## src/logic/csf_pkg.sv

```systemverilog
// constants for the status flags and bank select block
// assumes a single clock domain and an avalon-mm register master
// Overview of operation
// - watchdog flag_n set by power-up, clear-watchdog or sleep; cleared on time-out
// - in subtraction carry and digit carry read as active-low borrow
// - subtraction adds two's complement of second operand; flags from that sum
// - rotates load carry with bit shifted out: low bit right, high bit left
// - prescaler assigned to watchdog leaves timer zero counting at 1:1
// - flag-updating write to status keeps flag results, drops written bits only of the flags the op updates
// - master clear reset leaves watchdog and powerdown flags unchanged
package csf_pkg;
    localparam logic [7:0] STATUS_IDX   = 8'h03;
    localparam logic [7:0] STATUS_ALIAS = 8'h83;
    localparam logic [7:0] OPTION_IDX   = 8'h81;
    localparam logic [7:0] IRQ_STAT_IDX = 8'h40;
    localparam logic [7:0] IRQ_MASK_IDX = 8'h41;
    localparam logic [7:0] ALU_A_IDX    = 8'h42;
    localparam logic [7:0] ALU_B_IDX    = 8'h43;
    localparam logic [7:0] ALU_CMD_IDX  = 8'h44;
    localparam logic [7:0] ALU_RES_IDX  = 8'h45;
    localparam logic [7:0] EVENT_IDX    = 8'h46;
    localparam logic [7:0] TMR_IDX      = 8'h47;
    localparam int C_BIT  = 0;
    localparam int DIGIT_C_BIT    = 1;
    localparam int Z_BIT          = 2;
    localparam int POWERDOWN_BIT  = 3;
    localparam int TIMEOUT_BIT    = 4;
    localparam int BANK_LO_BIT    = 5;
    localparam int BANK_HI_BIT    = 6;
    localparam int IND_BANK_BIT   = 7;
    localparam int PRE_ASSIGN_BIT = 3;
    localparam logic [7:0] STATUS_POR = 8'h18;
    localparam logic [7:0] OPTION_POR = 8'hff;
    localparam logic [2:0] EV_SLEEP   = 3'h0;
    localparam logic [2:0] EV_CLEAR_WDOG   = 3'h1;
    localparam logic [2:0] EV_TIMEOUT      = 3'h2;
    localparam logic [2:0] EV_MASTER_CLEAR = 3'h3;
    localparam logic [2:0] EV_POR     = 3'h4;
    typedef enum logic [2:0] {
        CSF_OP_ADD = 3'b000,
        CSF_OP_SUB = 3'b001,
        CSF_OP_AND = 3'b010,
        CSF_OP_RRF = 3'b011,
        CSF_OP_RLF = 3'b100,
        CSF_OP_OR  = 3'b101,
        CSF_OP_XOR = 3'b110,
        CSF_OP_MOV = 3'b111
    } csf_op_e;
endpackage

```

## src/logic/csf_alu.sv

```systemverilog
// alu flag generator for the status flags block
// assumes operands held stable by the caller; purely combinational
`timescale 1ns/1ps
module csf_alu (
    input  wire logic [7:0]      a,
    input  wire logic [7:0]      b,
    input  wire csf_pkg::csf_op_e op,
    input  wire logic            c_in,
    output logic      [7:0]      res,
    output logic                 c_out,
    output logic                 digit_c_out,
    output logic                 z_out,
    output logic                 c_upd,
    output logic                 digit_c_upd
);
    logic [7:0] b_eff;
    logic [8:0] sum;
    logic [4:0] nib;
    // subtract adds two's complement, so carry means no borrow
    assign b_eff = (op == csf_pkg::CSF_OP_SUB) ? (~b + 8'h01) : b;
    assign sum   = {1'b0, a} + {1'b0, b_eff};
    assign nib   = {1'b0, a[3:0]} + {1'b0, b_eff[3:0]};
    always_comb begin
        res    = 8'h00;
        c_out  = c_in;
        digit_c_out = 1'b0;
        c_upd       = 1'b0;
        digit_c_upd = 1'b0;
        case (op)
            csf_pkg::CSF_OP_ADD,
            csf_pkg::CSF_OP_SUB: begin
                res    = sum[7:0];
                // zero operand subtracts with carry set (no borrow)
                c_out  = sum[8] | ((op == csf_pkg::CSF_OP_SUB) && b == 8'h00);
                digit_c_out = nib[4] | ((op == csf_pkg::CSF_OP_SUB)
                              && b[3:0] == 4'h0);
                c_upd       = 1'b1;
                digit_c_upd = 1'b1;
            end
            csf_pkg::CSF_OP_AND: res = a & b;
            csf_pkg::CSF_OP_OR:  res = a | b;
            csf_pkg::CSF_OP_XOR: res = a ^ b;
            csf_pkg::CSF_OP_RRF: begin
                res   = {c_in, a[7:1]};
                c_out = a[0];
                c_upd = 1'b1;
            end
            csf_pkg::CSF_OP_RLF: begin
                res   = {a[6:0], c_in};
                c_out = a[7];
                c_upd = 1'b1;
            end
            csf_pkg::CSF_OP_MOV: res = a;
            default: res = 8'h00;
        endcase
    end
    assign z_out = (res == 8'h00);
endmodule

```

## src/logic/csf_tmr.sv

```systemverilog
// timer zero counter with shared prescaler
// assumes tick is a one-cycle instruction-rate enable
`timescale 1ns/1ps
module csf_tmr #(
    parameter int PRE_W = 8
) (
    input  wire logic       clock,
    input  wire logic       srst,
    input  wire logic       tick,
    input  wire logic       prescaler_assign_bit,
    input  wire logic [2:0] ps,
    input  wire logic       load,
    input  wire logic [7:0] load_val,
    output logic      [7:0] count
);
    logic [PRE_W-1:0] pre_reg;
    logic [7:0]       count_reg;
    logic             pre_hit;
    logic             inc;
    // timer rate 1:2 shl ps when prescaler belongs to the timer
    assign pre_hit = (pre_reg[ps] == 1'b1) &&
                     ((pre_reg & ((PRE_W'(1) << ps) - PRE_W'(1))) ==
                      PRE_W'(0)) && tick;
    assign inc     = prescaler_assign_bit ? tick : pre_hit;
    always_ff @(posedge clock) begin
        if (srst) begin
            pre_reg   <= '0;
            count_reg <= 8'h00;
        end else begin
            if (tick && !prescaler_assign_bit)
                pre_reg <= pre_reg + PRE_W'(1);
            if (load)
                count_reg <= load_val;
            else if (inc)
                count_reg <= count_reg + 8'h01;
        end
    end
    assign count = count_reg;
    property p_pre_one_to_one;
        @(posedge clock) disable iff (srst)
        prescaler_assign_bit && tick && !load
        |=> count == $past(count) + 8'h01;
    endproperty
    a_pre_one_to_one: assert property (p_pre_one_to_one)
        else $error("timer not 1:1 with prescaler on watchdog");
endmodule

```

## src/logic/csf_top.sv

```systemverilog
// status flags and bank select register with avalon-mm access
// assumes single clock, synchronous active-high reset, event pulses
//
// Register access over Avalon-MM is this design's own decision.
`timescale 1ns/1ps
module csf_top (
    input  wire logic        clock,
    input  wire logic        srst,
    input  wire logic [7:0]  address,
    input  wire logic        read,
    input  wire logic        write,
    input  wire logic [31:0] writedata,
    input  wire logic [3:0]  byteenable,
    output logic      [31:0] readdata,
    output logic             waitrequest,
    output logic      [1:0]  response,
    input  wire logic        sleep_exec,
    input  wire logic        clear_watchdog_instr,
    input  wire logic        watchdog_timeout,
    input  wire logic        master_clear_pin,
    input  wire logic        instr_tick,
    output logic             bank_sel,
    output logic             irq
);
    logic [7:0] status_reg, status_next;
    logic [7:0] option_reg;
    logic [7:0] a_reg, b_reg, res_reg;
    logic [2:0] op_reg;
    logic [4:0] ist_reg, imask_reg;
    logic       ack_reg;
    logic [31:0] rdata_reg;
    logic [1:0]  resp_reg;
    logic        por_done_reg;
    logic [7:0] alu_res;
    logic       alu_c, alu_digit_c, alu_z, c_upd, digit_c_upd;
    logic [7:0] tmr_count;
    wire  req      = (read | write) & ~ack_reg;
    wire  wr       = write & ~ack_reg & byteenable[0];
    wire  hit_st   = (address == csf_pkg::STATUS_IDX) ||
                     (address == csf_pkg::STATUS_ALIAS);
    wire  wr_st    = wr && hit_st;
    wire  wr_cmd   = wr && address == csf_pkg::ALU_CMD_IDX;
    wire  wr_a     = wr && address == csf_pkg::ALU_A_IDX;
    wire  wr_b     = wr && address == csf_pkg::ALU_B_IDX;
    wire  wr_opt   = wr && address == csf_pkg::OPTION_IDX;
    wire  wr_ist   = wr && address == csf_pkg::IRQ_STAT_IDX;
    wire  wr_imk   = wr && address == csf_pkg::IRQ_MASK_IDX;
    wire  wr_tmr   = wr && address == csf_pkg::TMR_IDX;
    wire  cmd_st   = wr_cmd && writedata[3];
    wire  por_ev   = !por_done_reg;
    wire  mapped   = hit_st || address == csf_pkg::OPTION_IDX ||
                     (address >= csf_pkg::IRQ_STAT_IDX &&
                      address <= csf_pkg::TMR_IDX);
    wire [4:0] ev_vec = {por_ev, master_clear_pin, watchdog_timeout,
                         clear_watchdog_instr, sleep_exec};

    csf_alu u_alu (
        .a           (a_reg),
        .b           (b_reg),
        .op          (csf_pkg::csf_op_e'(writedata[2:0])),
        .c_in        (status_reg[csf_pkg::C_BIT]),
        .res         (alu_res),
        .c_out       (alu_c),
        .digit_c_out (alu_digit_c),
        .z_out       (alu_z),
        .c_upd       (c_upd),
        .digit_c_upd (digit_c_upd)
    );

    csf_tmr u_tmr (
        .clock    (clock),
        .srst     (srst),
        .tick     (instr_tick),
        .prescaler_assign_bit (option_reg[csf_pkg::PRE_ASSIGN_BIT]),
        .ps       (option_reg[2:0]),
        .load     (wr_tmr),
        .load_val (writedata[7:0]),
        .count    (tmr_count)
    );

    // status next value: bus write, then alu flags, then events
    always_comb begin
        status_next = status_reg;
        if (wr_st) begin
            status_next[7:5] = writedata[7:5];
            status_next[2:0] = writedata[2:0];
        end
        if (wr_cmd) begin
            if (cmd_st) begin
                // flag results override written value of z, and of c and dc when the op updates them
                status_next[7:5] = alu_res[7:5];
                status_next[2:0] = alu_res[2:0];
            end
            status_next[csf_pkg::Z_BIT] = alu_z;
            if (c_upd)
                status_next[csf_pkg::C_BIT] = alu_c;
            if (digit_c_upd)
                status_next[csf_pkg::DIGIT_C_BIT] = alu_digit_c;
        end
        if (sleep_exec) begin
            status_next[csf_pkg::TIMEOUT_BIT]   = 1'b1;
            status_next[csf_pkg::POWERDOWN_BIT] = 1'b0;
        end
        if (clear_watchdog_instr) begin
            status_next[csf_pkg::TIMEOUT_BIT]   = 1'b1;
            status_next[csf_pkg::POWERDOWN_BIT] = 1'b1;
        end
        if (watchdog_timeout)
            status_next[csf_pkg::TIMEOUT_BIT] = 1'b0;
        if (master_clear_pin)
            // master clear keeps watchdog and powerdown flags
            status_next[7:5] = 3'b000;
    end

    always_ff @(posedge clock) begin
        if (srst) begin
            status_reg   <= csf_pkg::STATUS_POR;
            option_reg   <= csf_pkg::OPTION_POR;
            a_reg        <= 8'h00;
            b_reg        <= 8'h00;
            res_reg      <= 8'h00;
            op_reg       <= 3'h0;
            ist_reg      <= 5'h00;
            imask_reg    <= 5'h00;
            por_done_reg <= 1'b0;
        end else begin
            status_reg   <= status_next;
            por_done_reg <= 1'b1;
            if (wr_opt)
                option_reg <= writedata[7:0];
            if (wr_a)
                a_reg <= writedata[7:0];
            if (wr_b)
                b_reg <= writedata[7:0];
            if (wr_cmd) begin
                res_reg <= alu_res;
                op_reg  <= writedata[2:0];
            end
            if (wr_imk)
                imask_reg <= writedata[4:0];
            // set wins over write-one-to-clear
            ist_reg <= (ist_reg & ~(wr_ist ? writedata[4:0] : 5'h00))
                       | ev_vec;
        end
    end

    // one wait state per access, answer on the second edge
    always_ff @(posedge clock) begin
        if (srst) begin
            ack_reg   <= 1'b0;
            rdata_reg <= 32'h0000_0000;
            resp_reg  <= 2'b00;
        end else begin
            ack_reg  <= req;
            resp_reg <= (req && !mapped) ? 2'b11 : 2'b00;
            if (req && read)
                rdata_reg <= rd_mux(address);
        end
    end

    function automatic logic [31:0] rd_mux(input logic [7:0] adr);
        logic [7:0] v;
        v = 8'h00;
        if (adr == csf_pkg::STATUS_IDX || adr == csf_pkg::STATUS_ALIAS)
            v = status_reg;
        else if (adr == csf_pkg::OPTION_IDX)
            v = option_reg;
        else if (adr == csf_pkg::IRQ_STAT_IDX)
            v = {3'b000, ist_reg};
        else if (adr == csf_pkg::IRQ_MASK_IDX)
            v = {3'b000, imask_reg};
        else if (adr == csf_pkg::ALU_A_IDX)
            v = a_reg;
        else if (adr == csf_pkg::ALU_B_IDX)
            v = b_reg;
        else if (adr == csf_pkg::ALU_CMD_IDX)
            v = {5'b00000, op_reg};
        else if (adr == csf_pkg::ALU_RES_IDX)
            v = res_reg;
        else if (adr == csf_pkg::TMR_IDX)
            v = tmr_count;
        return {24'h000000, v};
    endfunction

    assign waitrequest = (read | write) & ~ack_reg;
    assign readdata    = rdata_reg;
    assign response    = resp_reg;
    // only the lower direct bank bit selects a 128-byte bank
    assign bank_sel    = status_reg[csf_pkg::BANK_LO_BIT];
    assign irq         = |(ist_reg & imask_reg);

    property p_timeout_clears;
        @(posedge clock) disable iff (srst)
        watchdog_timeout |=> !status_reg[csf_pkg::TIMEOUT_BIT];
    endproperty
    a_timeout_clears: assert property (p_timeout_clears)
        else $error("timeout did not clear watchdog flag");
    property p_clear_wdog_sets;
        @(posedge clock) disable iff (srst)
        clear_watchdog_instr && !watchdog_timeout
        |=> status_reg[csf_pkg::TIMEOUT_BIT]
            && status_reg[csf_pkg::POWERDOWN_BIT];
    endproperty
    a_clear_wdog_sets: assert property (p_clear_wdog_sets)
        else $error("clear watchdog did not set reset-cause flags");
    property p_sleep_to;
        @(posedge clock) disable iff (srst)
        sleep_exec && !watchdog_timeout
        |=> status_reg[csf_pkg::TIMEOUT_BIT];
    endproperty
    a_sleep_to: assert property (p_sleep_to)
        else $error("sleep did not set watchdog flag");
    property p_sleep_pd;
        @(posedge clock) disable iff (srst)
        sleep_exec && !clear_watchdog_instr
        |=> !status_reg[csf_pkg::POWERDOWN_BIT];
    endproperty
    a_sleep_pd: assert property (p_sleep_pd)
        else $error("sleep did not clear powerdown flag");
    property p_master_clear_pin_keep;
        @(posedge clock) disable iff (srst)
        master_clear_pin && !sleep_exec && !clear_watchdog_instr
        && !watchdog_timeout |=> status_reg[4:3] == $past(status_reg[4:3]);
    endproperty
    a_master_clear_pin_keep: assert property (p_master_clear_pin_keep)
        else $error("master clear changed reset-cause flags");
    property p_master_clear_pin_bank;
        @(posedge clock) disable iff (srst)
        master_clear_pin |=> status_reg[7:5] == 3'b000;
    endproperty
    a_master_clear_pin_bank: assert property (p_master_clear_pin_bank)
        else $error("master clear left bank select bits set");
    property p_zero;
        @(posedge clock) disable iff (srst)
        wr_cmd && !master_clear_pin
        |=> status_reg[csf_pkg::Z_BIT] == (res_reg == 8'h00);
    endproperty
    a_zero: assert property (p_zero)
        else $error("zero flag wrong");
    property p_rrf;
        @(posedge clock) disable iff (srst)
        wr_cmd && writedata[2:0] == 3'b011
        |=> status_reg[csf_pkg::C_BIT] == $past(a_reg[0]);
    endproperty
    a_rrf: assert property (p_rrf)
        else $error("rotate right carry wrong");
    property p_rlf;
        @(posedge clock) disable iff (srst)
        wr_cmd && writedata[2:0] == 3'b100
        |=> status_reg[csf_pkg::C_BIT] == $past(a_reg[7]);
    endproperty
    a_rlf: assert property (p_rlf)
        else $error("rotate left carry wrong");
    property p_sub;
        @(posedge clock) disable iff (srst)
        wr_cmd && writedata[2:0] == 3'b001
        |=> status_reg[csf_pkg::C_BIT] == ($past(a_reg) >= $past(b_reg));
    endproperty
    a_sub: assert property (p_sub)
        else $error("subtract borrow wrong");
    property p_st_block;
        @(posedge clock) disable iff (srst)
        wr_cmd && writedata[3:0] == 4'h8
        |=> status_reg[csf_pkg::C_BIT]
            == (({1'b0, $past(a_reg)} + {1'b0, $past(b_reg)}) > 9'h0ff)
            && status_reg[csf_pkg::Z_BIT] == (res_reg == 8'h00);
    endproperty
    a_st_block: assert property (p_st_block)
        else $error("status destination wrote flag bits");
    property p_ack;
        @(posedge clock) disable iff (srst)
        (read | write) && waitrequest |=> !waitrequest;
    endproperty
    a_ack: assert property (p_ack)
        else $error("bus answer later than one wait state");
    property p_set_wins;
        @(posedge clock) disable iff (srst)
        ev_vec != 5'h00 |=> (ist_reg & $past(ev_vec)) == $past(ev_vec);
    endproperty
    a_set_wins: assert property (p_set_wins)
        else $error("event lost against status clear");
    c_st_dest: cover property (@(posedge clock) cmd_st);
    c_sleep: cover property (@(posedge clock) sleep_exec);
    c_timeout: cover property (@(posedge clock) watchdog_timeout);
    c_sub: cover property (@(posedge clock) wr_cmd && writedata[2:0] == 3'b001);
    c_irq: cover property (@(posedge clock) irq);
endmodule
```

## config.mk

```make
export PLATFORM = sky130hd
export DESIGN_NAME = csf_top
export DESIGN_NICKNAME = d
export VERILOG_FILES = /design/src/logic/csf_pkg.sv /design/src/logic/csf_alu.sv /design/src/logic/csf_tmr.sv /design/src/logic/csf_top.sv
export SDC_FILE = /design/constraint.sdc
export NUM_CORES = 1
export LEC_CHECK = 0
export BUFFER_PORTS_ARGS = -buffer_cell sky130_fd_sc_hd__buf_2
export CAP_MARGIN = 5
export CORE_MARGIN = 4
export CORE_UTILIZATION = 25
export DETAILED_ROUTE_END_ITERATION = 6
export PLACE_DENSITY = 0.38
export SYNTH_ARGS = -nofsm -noshare
export SYNTH_HDL_FRONTEND = slang
export SYNTH_HIERARCHICAL = 1
export SYNTH_SLANG_ARGS = --single-unit
```

## constraint.sdc

```tcl
create_clock -name clock -period 5 [get_ports clock]
set_clock_uncertainty 0.15 [all_clocks]
set_input_delay 1 -clock clock [delete_from_list [all_inputs] [get_ports clock]]
set_output_delay 1 -clock clock [all_outputs]
set_load 0.005 [all_outputs]
```

==> out/results.txt, run 1 <==
Yosys attributes the largest share of cell area to sky130_fd_sc_hd__dfxtp_1 (27%), sky130_fd_sc_hd__mux2i_1 (9.5%), sky130_fd_sc_hd__ha_1 (6.0%). The synthesized netlist devotes 3.46% of its cell area to XOR and XNOR gates. No sink is reached through more buffers than the 2 on the longest clock path.

The first-pass GRT wire length is 30800 um, and the synthesized-area fraction occupied by adder cells is 6.36%. The net switching power of the design was 396 uW. The aggregate global routing overflow came out at 0.

The count of antenna diodes in the layout is 0, and the post-route total power is 1440 uW. Setup violations remaining at the end of the flow were counted as 0. The run gives 0 as the number of max-cap violations. The internal portion of the total power is 1050 uW. Setup repair after global routing left no endpoint under its margin.

The floorplan step set the die height to 161 um. Largest family of logic cells by synthesized area: simple AND/OR/NAND/NOR gates. Largest area contributor in the netlist: sky130_fd_sc_hd__dfxtp_1. The tools report the highest clock rate as 238 MHz. The number of enable flip-flop cells after synthesis is 0, and the setup slack after layout is 797 ps. After routing, the total negative slack on setup checks comes to 0 ps. The run gives 3 as the H-tree depth.

In the synthesized netlist the dominant register cell turns out to be sky130_fd_sc_hd__dfxtp_1. In the routed design, unresolved DRC markers number 0. The initialized floorplan defines 55 standard-cell rows. Count of TritonRoute iterations in the first routing pass: 4. The routed length per placed instance came out at 18.3 um. The flow ran to the end, and the final reports show no timing, DRC or antenna violations.

The slew at the pin closest to its max-slew limit works out to 887 ps. By startpoint and endpoint, the worst setup path is classified as input pin to flip-flop. The per-instance average area after synthesis was 8.06 sq um. The tools report the number of clock sinks as 80. The run gives 45.6% as the part of the power in registers. The slowest stage cell on the critical path was sky130_fd_sc_hd__or4b_1. The run gives 0.00241 uW as the leakage dissipation. After synthesis, the largest area contributor takes up 27.5% of total cell area.

The count of final hold-check violations was 0; the worst setup slack for register-to-register paths was 1340 ps. The run gives 421 ps as the worst slack after detailed placement. The total count of max-transition violations in the final report came out at 0. The final hold slack is 251 ps.

In the synthesized netlist the async set-or-reset flop fraction comes to 0%. Cell at the root of the clock tree: sky130_fd_sc_hd__clkbuf_16. Summing the areas of all compound-gate instances in the mapped netlist gives 19.0% of the synthesized area.

The logs give 0 for the number of nets with antenna violations after routing and 0 for the buffers inserted during post-CTS setup optimization. Hold buffer count at CTS: 0. Measured against its own limit, the worst slew margin works out to 40.3%. Along the worst path, the maximum fanout reaches 7. Entering global routing, the biggest net connects 52 pins.

TritonCTS built the clock tree. The overall fraction of global-route tracks in use is 15.0%, and the fraction of layout instances using a drive strength above 1 is 12.3%. The clock-pin slew on the worst setup and hold paths works out to 60 ps. Input and output buffers added on the ports amount to 38. Summing over every cut layer, the via total after detailed routing is 5160. Synthesis produced a netlist whose cell count is 723.

The top-level I/O count is 90, and the core outline area is 22800 sq um. Walking the worst path, the cells encountered are buf_2, or2_2, inv_1, nand2_1, mux2_2, fa_1, a211oi_1, nor2_1, nor2_1, o311ai_0, or4b_1, nor4_2, nor2_1, a211oi_1. After filler insertion, the fill cell instance count of the layout stands at 2464.

The via count normalized by instance count works out to 4.88. The synthesized area is 5820 sq um, and the area share of and/or/nand/nor cells after synthesis is 22.0%. The weighted congestion at the end of routability-driven global placement is 0.813. Gates resized during post-CTS repair numbered 0. The horizontal extent of the die is 161 um. The floorplan step defined a die boundary enclosing 25800 sq um. The share of total power dissipated in combinational logic is 11.2%. The initial antenna violation count is 0.

Among all cell types in the netlist, the one instantiated most often is sky130_fd_sc_hd__nor2_1. The proportion of power drawn by the clock network is 43.2%. After synthesis, the share of cell area in mux cells is 13.3%. After layout, the minimum clock period comes to 4200 ps. For the sequential-to-total area share from yosys stat, the log shows 27.5%. The run gives 138 uV as the maximum VDD drop. Sorting the synthesized cells by how often they occur yields sky130_fd_sc_hd__nor2_1 (86), sky130_fd_sc_hd__dfxtp_1 (80), sky130_fd_sc_hd__nand2_1 (79), sky130_fd_sc_hd__mux2i_1 (55), sky130_fd_sc_hd__a21oi_1 (51). The total of warnings raised by yosys is 6, and the sum of net half-perimeters after detailed placement is 14100 um. STA puts the critical path data required time at 5120 ps. The power density relative to cell area came out at 224 nW/um^2. Number of library cell types mapped by synthesis: 78.

After layout, the worst path uses 84.1% of the clock period. The path class of the lowest-slack min-delay path was flip-flop to flip-flop. For the via count of the first global-routing pass, the log shows 5311. The number of nets in the layout was 823. The switching fraction of total power was 27.4%; the clock network latency to the later pin of the worst-skew pair was 350 ps. STA classifies the critical path startpoint as an input pin. The initial utilization of the core area, before any placement, comes to 25.6%. The delay of the slowest critical-path stage was 630 ps; the routed wire length was 19300 um.

The number of clock buffers added by TritonCTS is 9. Data on the critical path arrives at its endpoint at 4320 ps. The detailed router finished its first iteration with 220 violations.

Area added between synthesis and finish: 10.8%. Among the stages of the critical path, the cell type that occurs most often is sky130_fd_sc_hd__nor2_1. After synthesis the netlist holds a flip-flop and latch count of 80. The worst setup path is captured at a flip-flop.
[path summary, 6_finish.rpt]
kind / start / depth (start not counted) / end
max: writedata[1] / 14 / status_reg[2]
min: por_done_reg / 1 / ist_reg[4]
max reg2reg: b_reg[1] / 12 / status_reg[2]
min reg2reg: por_done_reg / 1 / ist_reg[4]
[logic make-up after synthesis]
| group | count (synthesis) |
|---|---|
| buf+inv | 91 |
| fa+ha+maj | 29 |
| simple gates | 263 |
| xor+xnor | 23 |
| mux | 71 |
| flops | 80 |
| other cells | 1 |
| compound gates | 165 |
[layer usage]
| metal | global-route usage [%] | part of all wire, % | vias up |
|---|---|---|---|
| met2 | 23.7 | 45 | 83 |
| met3 | 2.59 | 2.9 | 20 |
| li1 | - | - | 2568 |
| met4 | 3.75 | 1.5 | 0 |
| met1 | 21.4 | 50 | 2489 |
| met5 | 0 | 0 | - |
[layout by cell type (no fill, tap or decap), drive strengths merged, types with 15 or more instances in the layout]
| master | Yosys | layout |
|---|---|---|
| buf | 39 | 47 |
| nor2 | 87 | 87 |
| mux2i | 55 | 55 |
| inv | 28 | 29 |
| conb | 1 | 24 |
| nor3 | 15 | 15 |
| dfxtp | 80 | 80 |
| a21oi | 51 | 51 |
| ha | 28 | 28 |
| nand2 | 81 | 81 |
| o21ai | 35 | 35 |
[power groups by stage]
stage | Clock (uW) | Sequential (uW) | Combinational, uW
after CTS | 644 | 658 | 162
final | 624 | 658 | 161
after global placement | 0 | 672 | 160
after global routing | 670 | 660 | 179
after floorplan | 0 | 669 | 111
after detailed placement | 0 | 673 | 161
[critical path: cells and delay by family]
kind,cells,cell delay (ps)
muxes,1,360
and+or+nand+nor,7,1590
adders and majority gates,1,440
AOI/OAI and AO/OA,3,750
buffers and inverters,2,180
[through the flow]
stage / utilization (%) / cell area, sq um / instances
floorplan: - / 5910 / 746
global placement: 27.1 / 6180 / 1043
detailed placement: 27.1 / 6180 / 1043
CTS: 28.3 / 6450 / 1058
global route: 28.3 / 6450 / 1058
finish: 28.3 / 6450 / 1058
[cell type report]
| type | count | area [sq um] | area share (%) |
|---|---|---|---|
| inverter | 28 | 105 | 1.63 |
| sequential | 80 | 1600 | 24.8 |
| clock buffer | 11 | 243 | 3.76 |
| multi-input combinational | 575 | 3820 | 59.3 |
| clock inverter | 4 | 30.0 | 0.465 |
| timing repair buffer | 47 | 258 | 4.00 |
| tap | 313 | 392 | 6.07 |
Power figures use the tool's default switching activity.
==> inputs of run 2 (changes only) <==
--- a/config.mk
+++ b/config.mk
@@ -5,12 +5,13 @@
 export SDC_FILE = /design/constraint.sdc
 export NUM_CORES = 1
 export LEC_CHECK = 0
+export ABC_AREA = 1
 export BUFFER_PORTS_ARGS = -buffer_cell sky130_fd_sc_hd__buf_2
 export CAP_MARGIN = 5
 export CORE_MARGIN = 4
 export CORE_UTILIZATION = 25
 export DETAILED_ROUTE_END_ITERATION = 6
-export PLACE_DENSITY = 0.38
+export PLACE_DENSITY = 0.39
 export SYNTH_ARGS = -nofsm -noshare
 export SYNTH_HDL_FRONTEND = slang
 export SYNTH_HIERARCHICAL = 1
==> constraint.sdc (replaced) <==
create_clock -name clock -period 3.5 [get_ports clock]
set_clock_uncertainty 0.15 [all_clocks]
set_input_delay 0.7 -clock clock [delete_from_list [all_inputs] [get_ports clock]]
set_output_delay 0.7 -clock clock [all_outputs]
set_load 0.005 [all_outputs]
==> run 2 against run 1 <==
Effect of this change:
- flip-flop and latch count stayed put
- utilization up 0.74 points
- register-to-register slack worse by 810 ps
- first-iteration DRC count rose by 85%
- cell area is 2.6% higher
- combinational power increased by 20%
- die area fell by 0.11%
- largest power group is now clock
==> out/results.txt, run 2 <==
The flow ran to the end, and the final reports show no timing, DRC or antenna violations. The first-pass GRT wire length was 32000 um (+3.8%). The run gives 6 (+2) as the count of TritonRoute iterations in the first routing pass. Counting I/O delays and the setup requirement, the final critical path takes 2970 ps. Number of library cell types mapped by synthesis: 47 (-40%).

The buffers plus inverters on the worst setup path is 3 (+1), and the number of buffers created by CTS is 9 (unchanged). The path class of the lowest-slack min-delay path was flip-flop to flip-flop. The number of max-cap violations is 0 (unchanged).

The logs give 0 (unchanged) for the count of antenna diodes in the layout and 0 (unchanged) for the number of setup violations in the final report. The area growth from synthesis to layout is 13.8%. The worst-case reg-to-reg path depth is 17 (+5), and the met3 track utilization from global routing is 2.67% (+0.077 points).

Among the stages of the critical path, the cell type that occurs most often is sky130_fd_sc_hd__nand2_1. Counting instances in the post-synthesis netlist gives the leading cell types as sky130_fd_sc_hd__nand2_1 (244), sky130_fd_sc_hd__inv_1 (104), sky130_fd_sc_hd__nor2_1 (83), sky130_fd_sc_hd__dfxtp_1 (80), sky130_fd_sc_hd__nand3_1 (74). The run gives 25.5% (-0.027 points) as the initial cell density of the core. The power density relative to cell area is 325 nW/um^2 (+45%), and the horizontal extent of the die is 161 um (about the same). The tools report the maximum VDD drop as 214 uV (+54%).

The per-instance average area after synthesis was 6.49 sq um (-19%). The library cells used most frequently in the layout, excluding fill and tap cells, are sky130_fd_sc_hd__nand2_1 (244), sky130_fd_sc_hd__inv_1 (104), sky130_fd_sc_hd__nor2_1 (83). The number of buffers inserted by port buffering was 38 (unchanged).

The sum of net half-perimeters after detailed placement is 15100 um (+7.1%), and the fraction of synthesis flops using an asynchronous set or reset pin is 0% (unchanged). sky130_fd_sc_hd__nand2_1 is the most common cell in the netlist. Setup repair after global routing left no endpoint under its margin. The tools report the met1 global-route usage as 22.7% (+1.4 points). For the aggregate global routing overflow, the log shows 0 (unchanged). For the count of final hold-check violations, the log shows 0 (unchanged). For the placed standard-cell area, the log shows 6300 sq um (+2.0%).

Yosys attributes the largest share of cell area to sky130_fd_sc_hd__dfxtp_1 (28%), sky130_fd_sc_hd__nand2_1 (16%), sky130_fd_sc_hd__inv_1 (6.7%). Count of routing violations after the opening detailed-route iteration: 407 (+85%). The number of clock sinks is 80 (unchanged), and the final instance area is 6620 sq um (+2.6%). The run gives 0.834 (+2.6%) as the weighted congestion at the end of routability-driven global placement. The startpoint type of the worst setup path was a flip-flop. For the largest net degree at the start of global routing, the log shows 51 (-1.9%).

The signal on the critical path passes through inv_1, ha_1, nand3_1, o21ai_0, xor2_1, ha_1, nand2_1, inv_1, a21oi_1, nand2_1, nand2_1, nand2_1, a21oi_1, nand2_1, nor2_1, o211ai_2, inv_1. STA classifies the critical path endpoint as a flip-flop. The number of cells on the worst hold path is 1 (unchanged), and the highest clock rate is 336 MHz. The number of enable flip-flop cells after synthesis is 0 (unchanged), and the total of warnings raised by yosys is 6 (unchanged). The run gives 0 (unchanged) as the number of nets with antenna violations after routing.

In the synthesized netlist the dominant register cell turns out to be sky130_fd_sc_hd__dfxtp_1. The clock-pin slew on the worst setup and hold paths came out at 70 ps (about the same). Fraction of post-synthesis cell area in the top cell type by area: 27.5% (+0.030 points). For the initial antenna violation count, the log shows 0 (unchanged). TritonCTS built the clock tree.

The critical setup path kind is flip-flop to flip-flop. The worst slack after detailed placement came out at 214 ps (-207 ps). The height of the die is 161 um (about the same), and the slew at the pin closest to its max-slew limit is 756 ps (-131 ps).

The run gives 5554 (+4.6%) as the via count of the first global-routing pass. Setup slack after layout: 527 ps (-270 ps). The tools report the buffers inserted during post-CTS setup optimization as 0 (unchanged). The worst-path maximum fanout works out to 4 (-3). The routed length per placed instance is 16.1 um (-12%), and the overall fraction of global-route tracks in use is 15.8% (+0.78 points).

The via count normalized by instance count was 4.54 (-7.0%); the number of nets in the layout was 1023 (+24%). For the count of mapped cells out of synthesis, the log shows 897 (+24%). The kind of cell adding the most delay to the critical path is compound AO/OA/AOI/OAI gates.

The total DRC errors in the routed layout was 0 (unchanged); the number of rows created at floorplan was 55 (unchanged). For the detailed-route via count, the log shows 5710 (+11%). The delay of the slowest critical-path stage was 370 ps (-260 ps); the top-level I/O count was 90 (unchanged). The core outline area is 22800 sq um (unchanged).

The largest buffer count on any clock path is 2 (unchanged). The tools report the H-tree depth as 3 (unchanged). The number of gates resized after CTS is 0 (unchanged).

The tools report the critical path data arrival time as 3120 ps (-1200 ps). The largest total area in the synthesized netlist belongs to sky130_fd_sc_hd__dfxtp_1. Flip-flop and latch count after synthesis: 80 (unchanged). The clock network latency to the later pin of the worst-skew pair was 350 ps (about the same). The relative slew slack is 49.5% (+9.2 points), and the instance count on the critical path is 17 (+3).

The tools report the sequential-to-total area share from yosys stat as 27.5% (+0.030 points). Hold buffer count at CTS: 0 (unchanged). The period utilization is 84.9%. The sum of negative setup slack came out at 0 ps (unchanged). The logs give 3650 ps (-1470 ps) for the required time reported for the critical path endpoint and 24.8% (+1.1 points) for the met2 track utilization from global routing. The logs give 0 (unchanged) for the total count of max-transition violations in the final report and 25800 sq um (-0.11%) for the area of the die. The leakage dissipation was 0.00310 uW (+29%); the synthesized area was 5820 sq um (-0.11%). Cell at the root of the clock tree: sky130_fd_sc_hd__clkbuf_16. The routed wire length was 20300 um (+4.7%). The most frequent standard cell in the layout excluding fill and tap cells was sky130_fd_sc_hd__nand2_1. The fraction of layout instances using a drive strength above 1 came out at 14.1% (+1.7 points).

The global routing stage identified its most utilized layer as met2. The slowest stage cell on the critical path is sky130_fd_sc_hd__dfxtp_1.
run 2: cell types whose count changed after synthesis, moves of 20 or more:
cell                      previous run  this run
sky130_fd_sc_hd__nand2_1            79       244
sky130_fd_sc_hd__nand3_1            14        74
sky130_fd_sc_hd__o21ai_0            35        55
sky130_fd_sc_hd__inv_1              28       104
sky130_fd_sc_hd__mux2i_1            55         2
run 2: cells by family (layout without fill, tap and decap cells):
| kind of cell | after synthesis | after routing | share of synthesized area, % |
|---|---|---|---|
| adder cells (fa/ha/maj) | 29 | 29 | 6.37 |
| buffers and inverters | 158 | 184 | 12.6 |
| AND/OR/NAND/NOR | 471 | 471 | 37.7 |
| XOR/XNOR | 8 | 8 | 1.20 |
| other | 1 | 24 | 0.0645 |
| multiplexers | 2 | 2 | 0.344 |
| AO/OA/AOI/OAI | 148 | 148 | 14.2 |
| flip-flops | 80 | 80 | 27.5 |
run 2: final timing paths:
check / from / endpoint / slack (ps)
min reg2reg: por_done_reg / ist_reg[4] / 260
max: b_reg[1] / status_reg[2] / 530
min: por_done_reg / ist_reg[4] / 260
max reg2reg: b_reg[1] / status_reg[2] / 530
run 2: worst register-to-register path, cell delays in order, from the launching register on:
cell	delay, ps
sky130_fd_sc_hd__dfxtp_1	370
sky130_fd_sc_hd__inv_1	140
sky130_fd_sc_hd__ha_1	190
sky130_fd_sc_hd__nand3_1	150
sky130_fd_sc_hd__o21ai_0	220
sky130_fd_sc_hd__xor2_1	180
sky130_fd_sc_hd__ha_1	290
sky130_fd_sc_hd__nand2_1	100
sky130_fd_sc_hd__inv_1	40
sky130_fd_sc_hd__a21oi_1	180
sky130_fd_sc_hd__nand2_1	70
sky130_fd_sc_hd__nand2_1	50
sky130_fd_sc_hd__nand2_1	80
sky130_fd_sc_hd__a21oi_1	240
sky130_fd_sc_hd__nand2_1	100
sky130_fd_sc_hd__nor2_1	180
sky130_fd_sc_hd__o211ai_2	110
sky130_fd_sc_hd__inv_1	70
run 2: per-layer routing:
metal / share of wire [%] / vias to the layer above / wire length (um)
met5: 0 / - / 0
met4: 1.2 / 0 / 240
met3: 3.6 / 11 / 733
met2: 45 / 113 / 9130
met1: 50 / 2650 / 10100
li1: - / 2936 / -
run 2: stage by stage:
stage	utilization, %	total power, uW	hold slack (ps)	cells
global placement	27.7	1150	246	1243
detailed placement	27.7	1150	253	1243
CTS	29.1	2180	264	1259
floorplan	-	1080	239	920
finish	29.1	2150	260	1259
global route	29.1	2230	268	1259
run 2: power breakdown:
part / leakage, uW / total, uW / internal (uW) / switching (uW)
clock: 0.000151 / 1020 / 583 / 440
sequential: 0.000649 / 933 / 924 / 9.93
combinational: 0.00230 / 194 / 50.6 / 143
run 2: final cells by class:
cell class / count / area [sq um]
Clock inverter: 6 / 75.1
Timing Repair Buffer: 54 / 310
Tap cell: 313 / 392
Sequential cell: 80 / 1600
Fill cell: 2591 / 16200
Multi-Input combinational cell: 682 / 3570
Inverter: 114 / 430
Clock buffer: 10 / 239
